===== config.mk =====
export PLATFORM = sky130hd
export DESIGN_NAME = asr_ctrl
export DESIGN_NICKNAME = d
export VERILOG_FILES = /design/src/asr_pkg.sv /design/src/asr_ctrl.sv
export SDC_FILE = /design/constraint.sdc
export NUM_CORES = 1
export LEC_CHECK = 0
export BUFFER_PORTS_ARGS = -buffer_cell sky130_fd_sc_hd__buf_2
export CORE_MARGIN = 2
export CORE_UTILIZATION = 35
export DETAILED_ROUTE_END_ITERATION = 10
export GPL_TIMING_DRIVEN = 0
export PLACE_DENSITY_LB_ADDON = 0.05
export SLEW_MARGIN = 10
export SYNTH_ARGS = -nofsm -noshare
export SYNTH_HDL_FRONTEND = slang
export SYNTH_SLANG_ARGS = --single-unit

===== constraint.sdc =====
create_clock -name sys_clk -period 2.3 [get_ports sys_clk]
set_input_delay 0.345 -clock sys_clk [delete_from_list [all_inputs] [get_ports sys_clk]]
set_output_delay 0.345 -clock sys_clk [all_outputs]
set_load 0.01 [all_outputs]

===== src/asr_pkg.sv =====
/*
 Package for the async SRAM host controller: timing figures,
 derived cycle counts, state encoding and request carrier.
 Assumes a 125 MHz system clock.
*/
package asr_pkg;
    localparam int CLK_PERIOD_PS = 8000;
    // Figures in ns, scaled to ps
    localparam int T_RC_PS = 45000;   // Read cycle time
    localparam int T_AA_PS = 45000;   // Address to data valid
    localparam int T_PWE_PS = 35000;  // Strobe width and address setup
    localparam int T_SD_PS = 25000;   // Data setup to write end
    localparam int T_HZWE_PS = 18000; // Strobe low to outputs floating
    localparam int T_HZOE_PS = 18000; // Output drive off to floating
    localparam int T_WC_PS = 45000;   // Write cycle time
    // Least times round up
    localparam int RD_CYC = (T_AA_PS + CLK_PERIOD_PS - 1) / CLK_PERIOD_PS;
    localparam int WR_MIN_PS = (T_PWE_PS > T_HZWE_PS + T_SD_PS) ?
        T_PWE_PS : T_HZWE_PS + T_SD_PS;
    localparam int WR_CYC = (WR_MIN_PS + CLK_PERIOD_PS - 1) / CLK_PERIOD_PS;
    localparam int TURN_CYC = (T_HZOE_PS + CLK_PERIOD_PS - 1) / CLK_PERIOD_PS;
    localparam int RC_CYC = (T_RC_PS + CLK_PERIOD_PS - 1) / CLK_PERIOD_PS;
    localparam int WC_CYC = (T_WC_PS + CLK_PERIOD_PS - 1) / CLK_PERIOD_PS;
    localparam int CNT_W = 4;
    localparam logic [1:0] LANES_NONE = 2'h3;

    typedef enum logic [2:0] {
        ASR_IDLE = 3'b000,
        ASR_READ = 3'b001,
        ASR_WRITE = 3'b010,
        ASR_TURN = 3'b011,
        ASR_REST = 3'b100
    } asr_state_t;

    typedef struct packed {
        logic [19:0] addr;
        logic [15:0] wdata;
        logic [1:0] lane_n;  // Bit 1 upper lane, bit 0 lower lane
        logic write;
    } asr_req_t;
endpackage


===== src/asr_ctrl.sv =====
/*
 Host-side controller for a 16-bit asynchronous SRAM with byte lanes.
 Accepts one request at a time and sequences the memory pins.
 Assumes the memory is the only other driver of the data pins.
*/
`timescale 1ns/10ps
// How it works
// - Write: select low, select high, strobe low, lanes pick stored bytes.
// - Setup and hold timed to the edge ending the window.
// - Host never drives data while memory may still drive.
// - Strobe low at least turn-off plus data setup.
// - Address stable 35 ns before write end, none before start.
// - Address held until write window closed.
// - Write data present 25 ns before write end.
// - Write data held to the terminating edge.
// - Lane enables active 35 ns before write end.
module asr_ctrl #(
    parameter int ADDR_W = 20,
    parameter int DATA_W = 16
) (
    input wire logic sys_clk,
    input wire logic rst_n,
    input wire logic clk_en,
    input wire logic req_valid,
    input wire asr_pkg::asr_req_t req,
    output logic req_ready,
    output logic rsp_valid,
    output logic [DATA_W-1:0] rsp_data,
    output logic [ADDR_W-1:0] mem_addr,
    output logic chip_sel_n,
    output logic chip_sel_hi,
    output logic write_n,
    output logic out_en_n,
    output logic upper_lane_n,
    output logic lower_lane_n,
    input wire logic [DATA_W-1:0] mem_dq_in,
    output logic [DATA_W-1:0] mem_dq_out,
    output logic mem_dq_oe
);
    // Refuse widths and counts that the sequencer cannot serve
    localparam bit CNT_BAD =
        (asr_pkg::RD_CYC + 2 >= 2 ** asr_pkg::CNT_W) ||
        (asr_pkg::WR_CYC + 2 < asr_pkg::WC_CYC) ||
        (asr_pkg::RD_CYC + asr_pkg::TURN_CYC < asr_pkg::RC_CYC);
    if (ADDR_W != 20 || DATA_W != 16) begin : g_bad_width
        $error("asr_ctrl serves only 20-bit address, 16-bit data");
    end
    if (CNT_BAD) begin : g_bad_cnt
        $error("asr_ctrl counters cannot meet the cycle times");
    end

    asr_pkg::asr_state_t state_q, state_d;
    logic [asr_pkg::CNT_W-1:0] cnt_q, cnt_d;
    logic [DATA_W-1:0] dq_s1_q, dq_s2_q;
    logic [DATA_W-1:0] rdata_q;
    logic rvalid_q;
    logic cs_n_q, cs_hi_q, we_n_q, oe_n_q, oe_q;
    logic [1:0] lane_q;
    logic [ADDR_W-1:0] addr_q;
    logic [DATA_W-1:0] wdata_q;
    logic ready_q;

    // Named decode of the current step
    wire logic take = req_valid && ready_q;
    wire logic lanes_on = (req.lane_n != asr_pkg::LANES_NONE);
    wire logic cnt_done = (cnt_q == '0);
    localparam logic [asr_pkg::CNT_W-1:0] RD_N =
        asr_pkg::CNT_W'(asr_pkg::RD_CYC + 2);  // Two for pin sync
    localparam logic [asr_pkg::CNT_W-1:0] WR_N =
        asr_pkg::CNT_W'(asr_pkg::WR_CYC - 1);
    localparam logic [asr_pkg::CNT_W-1:0] TURN_N =
        asr_pkg::CNT_W'(asr_pkg::TURN_CYC - 1);
    localparam logic [asr_pkg::CNT_W-1:0] REST_N = asr_pkg::CNT_W'(0);
    // Lane mask used when capturing read data per byte
    wire logic [DATA_W-1:0] lane_mask =
        {{8{~lane_q[1]}}, {8{~lane_q[0]}}};

    // Next-state sequencing
    always_comb begin
        state_d = state_q;
        cnt_d = cnt_done ? cnt_q : cnt_q - 1'b1;
        case (state_q)
            asr_pkg::ASR_IDLE: begin
                if (take && lanes_on) begin
                    state_d = req.write ? asr_pkg::ASR_WRITE
                                        : asr_pkg::ASR_READ;
                    cnt_d = req.write ? WR_N : RD_N;
                end
            end
            asr_pkg::ASR_READ: begin
                if (cnt_done) begin
                    state_d = asr_pkg::ASR_TURN;
                    cnt_d = TURN_N;
                end
            end
            asr_pkg::ASR_WRITE: begin
                if (cnt_done) begin
                    state_d = asr_pkg::ASR_REST;
                    cnt_d = REST_N;
                end
            end
            asr_pkg::ASR_TURN,
            asr_pkg::ASR_REST: begin
                if (cnt_done)
                    state_d = asr_pkg::ASR_IDLE;
            end
            default: state_d = asr_pkg::ASR_IDLE;
        endcase
    end

    // Data pins pass two flops before use
    always_ff @(posedge sys_clk or negedge rst_n) begin
        if (!rst_n) begin
            dq_s1_q <= '0;
            dq_s2_q <= '0;
        end else if (clk_en) begin
            dq_s1_q <= mem_dq_in;
            dq_s2_q <= dq_s1_q;
        end
    end

    // State and counter
    always_ff @(posedge sys_clk or negedge rst_n) begin
        if (!rst_n) begin
            state_q <= asr_pkg::ASR_IDLE;
            cnt_q <= '0;
        end else if (clk_en) begin
            state_q <= state_d;
            cnt_q <= cnt_d;
        end
    end

    // Latch request; address and data held for whole access
    always_ff @(posedge sys_clk or negedge rst_n) begin
        if (!rst_n) begin
            addr_q <= '0;
            wdata_q <= '0;
            lane_q <= asr_pkg::LANES_NONE;
        end else if (clk_en && take && lanes_on) begin
            addr_q <= req.addr;
            wdata_q <= req.wdata;
            lane_q <= req.lane_n;
        end
    end

    // Pin controls: one window; selects and the active strobe open and close together, lanes stay as latched
    always_ff @(posedge sys_clk or negedge rst_n) begin
        if (!rst_n) begin
            cs_n_q <= 1'b1;
            cs_hi_q <= 1'b0;
            we_n_q <= 1'b1;
            oe_n_q <= 1'b1;
            oe_q <= 1'b0;
        end else if (clk_en) begin
            cs_n_q <= !(state_d == asr_pkg::ASR_READ ||
                        state_d == asr_pkg::ASR_WRITE);
            cs_hi_q <= (state_d == asr_pkg::ASR_READ ||
                        state_d == asr_pkg::ASR_WRITE);
            we_n_q <= !(state_d == asr_pkg::ASR_WRITE);
            oe_n_q <= !(state_d == asr_pkg::ASR_READ);
            // Drive only after the read turnaround is over
            oe_q <= (state_d == asr_pkg::ASR_WRITE);
        end
    end

    // Read capture on the final read cycle, masked per lane
    always_ff @(posedge sys_clk or negedge rst_n) begin
        if (!rst_n) begin
            rdata_q <= '0;
            rvalid_q <= 1'b0;
            ready_q <= 1'b0;
        end else if (clk_en) begin
            rvalid_q <= (state_q == asr_pkg::ASR_READ) && cnt_done;
            if ((state_q == asr_pkg::ASR_READ) && cnt_done)
                rdata_q <= dq_s2_q & lane_mask;
            ready_q <= (state_d == asr_pkg::ASR_IDLE) && !take;
        end
    end

    assign req_ready = ready_q;
    assign rsp_valid = rvalid_q;
    assign rsp_data = rdata_q;
    assign mem_addr = addr_q;
    assign chip_sel_n = cs_n_q;
    assign chip_sel_hi = cs_hi_q;
    assign write_n = we_n_q;
    assign out_en_n = oe_n_q;
    assign upper_lane_n = lane_q[1];
    assign lower_lane_n = lane_q[0];
    assign mem_dq_out = wdata_q;
    assign mem_dq_oe = oe_q;

    // Strobe low must last the full write width
    logic [asr_pkg::CNT_W-1:0] wlen_q;
    always_ff @(posedge sys_clk or negedge rst_n) begin
        if (!rst_n)
            wlen_q <= '0;
        else if (clk_en)
            wlen_q <= write_n ? '0 : wlen_q + 1'b1;
    end
endmodule // asr_ctrl


# Yosys cells after proc, flatten, opt, wreduce, memory -nomap -nowiden
# Index checks and enable logic that the tools add are counted.
# word_totals
register_bits	100
in_bits	59
out_inout_bits	61
elab_cells	54
# classes
n_addsub	1
n_eq_ne	7
mux	12
bitwise_logic	3
n_reduce_logical	16
# ops
cell	n
$mux W4	5
$and A16 B16 Y16	1
$mux W3	4
$pmux W3 S4	1
$pmux W4 S3	1
$eq A3 B2 Y1 const B	3
$eq A3 B1 Y1 const B	2
$logic_and A1 B1 Y1	6
$logic_not A3 Y1	2
$logic_not A1 Y1	4
$logic_not A4 Y1	1
$sub A4 B1 Y4 const B	1
$eq A3 B3 Y1 const B	1
$mux W2	1
$ne A2 B2 Y1 const B	1
$not A1 Y1	2
$reduce_and A2 Y1	1
$reduce_or A2 Y1	1
$logic_or A1 B1 Y1	1

# Depth between registers and ports, before layout
# Gate-level depths: netlist of run 1.
# logic_depth
ltp_word	7
depth_mapped	9
mapped_depth_nobuf	9

# Worst setup path after synthesis of run 1
# No wires, ideal clock.
# synth_path
kind	register -> register
start	register cnt_q[0] in the netlist's numbering
end	register rdata_q[2], in the netlist rsp_data[2]
setup_time_ns	0.117
arrival_ns	1.758
required_time_ns	2.183
path_slack_ns	0.425
stages_incl_launch_ff	10
n_path_buf	2
synth_period_minus_slack_ns	1.875
path_cell_list	dfrtp_1 -> inv_1 -> ha_1 -> nor3b_4 -> inv_2 -> or3_1 -> buf_6 -> buf_6 -> nand2_1 -> o21ai_2
# synth_via
elab_chain_cells	3
# synth_lines
element	line	rtl
from (decl)	asr_ctrl.sv:53	logic [asr_pkg::CNT_W-1:0] cnt_q, cnt_d;
from (signal assigned)	asr_ctrl.sv:129	cnt_q <= cnt_d;
$logic_not A4 Y1	asr_ctrl.sv:66	wire logic cnt_done = (cnt_q == '0);
$logic_and A1 B1 Y1	asr_ctrl.sv:174	if ((state_q == asr_pkg::ASR_READ) && cnt_done)
$reduce_and A2 Y1 (no source line)	n/a	
to (signal assigned)	asr_ctrl.sv:175	rdata_q <= dq_s2_q & lane_mask;
to (decl)	asr_ctrl.sv:55	logic [DATA_W-1:0] rdata_q;
# No other way between the ends.
# A chain may end at the register's enable or synchronous reset.

# Worst setup path after layout of run 1
# layout_path
start	register cnt_q[0] in the netlist's numbering
end	register rdata_q[6], in the netlist rsp_data[6]
# Same word-level chain as after synthesis.

==> impl_metrics.tcl, run 1 <==
set metrics [dict create \
    outcome "complete, no violations" \
    relSlewSlack_pct 57.2 \
    cts_buffers 9 \
    syn_nets 381 \
    io_buffer_count 119 \
    critPathKind "reg2reg" \
    ir_drop_v 0.000515 \
    leakage_uw 0.00268 \
    setup_viol 0 \
    crit_required_ps 2530 \
    power_uw 6280 \
    crit_arrival_ps 2320 \
    insertion_delay_ps 340 \
    rows 40 \
    synth_area_leaders "dfrtp_1 56%, mux2_2 19%, dfstp_2 3.1%" \
    max_stage_delay_ps 400 \
    cts_tree "yes" \
    grt_pass1_wl_mm 14.8 \
    stdcell_count 605 \
    synthCells 320 \
    routed_wl_mm 9.22 \
    seqCellArea_mm2 0.00251 \
    ctsHtreeMaxLevel 3 \
    die_h_um 114 \
    hp-class "in2reg" \
    skew_ps 5.83 \
    ys_seq_area_share_pct 59.2 \
    cp_cell_sequence "inv_1, ha_1, nor3b_4, inv_2, or3_1, buf_6, buf_6, nand2_1, o21ai_2" \
    ys_ff_latch 100 \
    nNetsFinal 514 \
    antenna_found_initial 0 \
    synth_flop_cell "dfrtp_1" \
    avgSynthCellArea_um2 13.2 \
    finalCriticalPeriod_ps 2080 \
    place_hpwl_mm 6.49 \
    path_buf_inv 4 \
    dp_cells 587 \
    area_growth_pct 27.1 \
    drive_gt1_share_pct 52.4 \
    io_pins 120 \
    end_kind "flip-flop" \
    netlist.area_leader.share_pct 56.1 \
    fp.coreArea_mm2 0.0119 \
    fillCellCount 1153 \
    crit_slowest_cell "dfrtp_1" \
    overflow 0 \
    cts_root_buf "clkbuf_16" \
    synth_edf_count 0 \
    grt_pass1_vias 2922 \
    cap_violations 0 \
    rsz0062_at_grt "false" \
    finalHoldViolCount 0 \
    diodes 0 \
    dieWidth_um 114 \
    start_util_pct 35.6 \
    grtUsageTotal_pct 15.0 \
    clock.fmax_mhz 480 \
    synth_top_area_cell "dfrtp_1" \
    cp_max_fo 10 \
    dr.pass1.iters 4 \
    worst_pin_slew_ps 642 \
    drv_slew 0 \
    async_flop_share_pct 100 \
    start_kind "flip-flop" \
    drc 0 \
    crit_top_cell "buf_6" \
    grt_start_max_net_pins 53 \
    clk_path_buf_depth 2 \
    postRouteAntennaNets 0 \
    finalCritPeriodShare_pct 90.5 \
    multiInputGateArea_mm2 0.00158 \
    powerDensity_mw_per_mm2 1170 \
    vias_per_cell 4.78 \
    drtIter0Drc 166 \
    cts_sinks 100 \
    path_delay_family "simple AND/OR/NAND/NOR gates" \
    clk_pin_slew_worst_paths_ps 70 \
    synth_commonest_cells "95 x dfrtp_1, 70 x mux2_2, 24 x nand2_1, 18 x nand2b_1, 13 x o21ai_2" \
    yosysWarningCount 0 \
    place_congestion 0.793 \
    die_area_mm2 0.0130 \
    synth_most_common_cell "dfrtp_1" \
    ys_types 46 \
    syn_area_mm2 0.00424 \
    wl_per_cell_um 15.2 \
    vias 2892 \
]
path summary, 6_finish.rpt:
| check | from | to | slack (ps) | cells past startpoint |
|---|---|---|---|---|
| max | cnt_q[0] | rsp_data[6] | 220 | 9 |
| min | req[26] | mem_addr[7] | 230 | 2 |
| max reg2reg | cnt_q[0] | rsp_data[6] | 220 | 9 |
| min reg2reg | rsp_data[3] | rsp_data[3] | 470 | 2 |
| max in group asynchronous | rst_n | dq_s1_q[4] | 1160 | 3 |
| min in group asynchronous | rst_n | dq_s2_q[1] | 520 | 2 |
cell usage in the layout, fill, tap and decap left out, drive strengths merged, types with 2 or more instances in the layout:
cell type,count
mux2,70
clkbuf,14
mux2i,2
nand2b,18
inv,10
clkinvlp,2
o2bb2ai,2
clkinv,2
nor3b,2
buf,134
dfrtp,95
or3,3
o21ai,23
a31oi,4
dfstp,5
a21oi,8
ha,2
and2,3
nand3,3
bufinv,2
nand2,24
o31ai,3
nor2,7
power by group:
part / switching (uW) / internal, uW
logic: 988 / 976
registers: 345 / 2370
clock network: 649 / 953
area by class of cell:
| class | count | share of cell area [%] |
|---|---|---|
| Tap cell | 147 | 3.42 |
| Timing Repair Buffer | 122 | 12.0 |
| Buffer | 17 | 2.07 |
| Inverter | 10 | 0.697 |
| Clock inverter | 6 | 1.65 |
| Clock buffer | 10 | 4.25 |
| Sequential cell | 100 | 46.6 |
| Multi-Input combinational cell | 193 | 29.3 |
registers in the layout, summed over array words and instances (netlist names):
signal and flops:
mem_addr 20, dq_s1_q 16, dq_s2_q 16, mem_dq_out 16, rsp_data 16, cnt_q 4, state_q 3, lane_q 2
chip_sel_hi 1, chip_sel_n 1, mem_dq_oe 1, out_en_n 1, req_ready 1, rsp_valid 1, write_n 1
metrics by stage:
stage          area, um^2  worst slack, ps  hold WS [ps]  TNS, ps  utilization (%)
2_1_floorplan        4240              425          49.4        0                -
3_3_place_gp         5010             -274           458   -25400             42.1
3_5_place_dp         5050              141           331        0             42.4
4_1_cts              5380              115           210        0             45.1
5_1_grt              5380              123           208        0             45.2
6_report             5380              218           227        0             45.2
what timing repair did:
item / CTS / global route
hold endpoints to repair: 43 / 0
resized for setup: 0 / 0
setup endpoints to repair: 0 / 7
hold buffers: 1 / 0
setup buffers: 0 / 1
cells by family after synthesis:
kind of cell               Yosys count  synth area share [%]
AOI/OAI and AO/OA                   52                  8.86
adders and majority gates            2                 0.591
buffers and inverters               27                  3.52
DFF                                100                  59.2
muxes                               72                  19.1
and+or+nand+nor                     67                  8.72
routing by layer:
metal | up-vias | GRT usage [%] | share of wire (%)
met1 | 1407 | 20.1 | 47
li1 | 1395 | - | -
met5 | - | 0 | 0
met2 | 81 | 22.5 | 45
met3 | 9 | 6.48 | 6.6
met4 | 0 | 3.90 | 1.2
No activity file was read; power rests on OpenSTA's default activity.
==> run 2, diff against run 1 <==
Settings changed: BUFFER_PORTS_ARGS -buffer_cell sky130_fd_sc_hd__buf_2 to -buffer_cell sky130_fd_sc_hd__clkbuf_2.
==> run 2 against run 1 <==
Maximum frequency is 2.2% higher. Critical path depth stayed put. Register-to-register slack better by 40 ps. Count of clock-buffer cells in the layout is 3 higher. Clock skew is 1.1 ps higher. First-iteration DRC count is 33% lower. Global-route usage is 0.066 points higher. Clock power is 9% lower. Hold slack worse by 180 ps. Total power is 2.3% lower. Cell area is 0.65% lower. Sequential cell count stayed put. Largest power group unchanged.
==> impl_metrics.tcl, run 2 (synthesis results as in run 1) <==
set metrics [dict create \
    end_kind "flip-flop" \
    powerDensity_mw_per_mm2 1150 \
    relSlewSlack_pct 58.9 \
    diodes 0 \
    rsz0062_at_grt "false" \
    fin_area_mm2 0.00535 \
    layout_common_cells "118 x clkbuf_2, 95 x dfrtp_1, 70 x mux2_2" \
    setup_viol 0 \
    nNetsFinal 513 \
    grt_pass1_wl_mm 15.1 \
    routed_wl_mm 9.17 \
    drtIter0Drc 112 \
    clk_path_buf_depth 2 \
    ctsHtreeMaxLevel 3 \
    outcome "complete, no violations" \
    cap_violations 0 \
    cts_root_buf "clkbuf_16" \
    multiInputGateArea_mm2 0.00158 \
    area_growth_pct 26.3 \
    grt_start_max_net_pins 101 \
    antenna_found_initial 0 \
    cp_max_fo 10 \
    rows 40 \
    leakage_uw 0.00266 \
    postRouteAntennaNets 0 \
    placed_cell_area_mm2 0.00505 \
    fillCellCount 1158 \
    worst_pin_slew_ps 616 \
    drive_gt1_share_pct 52.5 \
    skew_ps 6.94 \
    start_util_pct 35.6 \
    finalCriticalPeriod_ps 2040 \
    start_kind "flip-flop" \
    cts_buffers 9 \
    cts_tree "yes" \
    overflow 0 \
    drv_slew 0 \
    drc 0 \
    finalCritPeriodShare_pct 88.6 \
    wl_per_cell_um 15.2 \
    io_pins 120 \
    insertion_delay_ps 340 \
    critPathKind "reg2reg" \
    crit_required_ps 2530 \
    die_area_mm2 0.0130 \
    crit_arrival_ps 2260 \
    place_hpwl_mm 6.47 \
    clock.fmax_mhz 491 \
    grt_pass1_vias 2985 \
    grtUsageTotal_pct 15.1 \
    timing.setup.tns_ps 0 \
    dr.pass1.iters 4 \
    hp-class "in2async" \
    vias_per_cell 4.80 \
    dieWidth_um 114 \
    clk_pin_slew_worst_paths_ps 70 \
    largest_reg_flops 20 \
    holdWs_ps 44.6 \
    vias 2902 \
    io_buffer_count 119 \
    cts_sinks 100 \
    finalHoldViolCount 0 \
    layout_commonest_cell "clkbuf_2" \
    postCtsHoldBufs 0 \
    fp.coreArea_mm2 0.0119 \
    seqCellArea_mm2 0.00251 \
    place_congestion 0.801 \
    ir_drop_v 0.000541 \
    die_h_um 114 \
    power_uw 6140 \
]
[run 2: cell types whose count changed in the layout (fill, tap and decap cells not counted)]
cell and delta:
buf_6 -1, bufinv_16 -2, clkbuf_2 +118, buf_2 -118, clkinv_4 -1, clkbuf_8 +4, dlygate4sd3_1 -1
[run 2: worst paths after layout]
check,from,endpoint,slack (ps),cells past startpoint
worst max-delay path,cnt_q[0],rsp_data[3],260,9
worst min-delay path,rst_n,dq_s2_q[0],40,2
worst max register to register,cnt_q[0],rsp_data[3],260,9
worst min register to register,rsp_data[2],rsp_data[2],470,2
max in group asynchronous,rst_n,chip_sel_n,1830,2
min in group sys_clk,req[7],mem_dq_out[4],230,2
[run 2: routing by layer]
layer / global-route usage [%] / vias up / part of all wire [%]
met5: 0 / - / 0
li1: - / 1392 / -
met3: 6.22 / 6 / 6.7
met4: 4.31 / 0 / 0.71
met2: 24.2 / 85 / 48
met1: 18.8 / 1419 / 44
[run 2: metrics by stage]
step	util (%)	setup slack (ps)	cells
after floorplan	-	425	320
after global routing	44.9	156	604
final	44.9	262	604
after global placement	42.1	-529	586
after CTS	44.8	114	603
after detailed placement	42.4	132	587
[run 2: report_power, final]
group,switching (uW),internal (uW),total [uW]
registers,365,2370,2730
clock network,634,821,1450
logic,983,967,1950
total,1980,4160,6140
[run 2: area by class of cell]
cell class | count | share of cell area, %
Buffer | 17 | 2.08
Tap cell | 147 | 3.44
Timing Repair Buffer | 121 | 12.0
Clock inverter | 3 | 0.374
Multi-Input combinational cell | 193 | 29.5
Clock buffer | 13 | 5.05
Inverter | 10 | 0.702
Sequential cell | 100 | 46.9
[run 2: worst max-delay path, cell delays in order (launching register included)]
cell and delay [ps]:
dfrtp_1 410, inv_1 100, ha_1 240, nor3b_4 280, inv_2 100, or3_1 380
buf_6 150, buf_6 140, nand2_1 80, o21ai_2 50
[run 2: repair_timing]
| action | CTS | global route |
|---|---|---|
| resized for setup | 0 | 0 |
| endpoints found under the hold margin | 0 | 0 |
| buffers inserted | 0 | 1 |
| endpoints found under the setup margin | 0 | 3 |
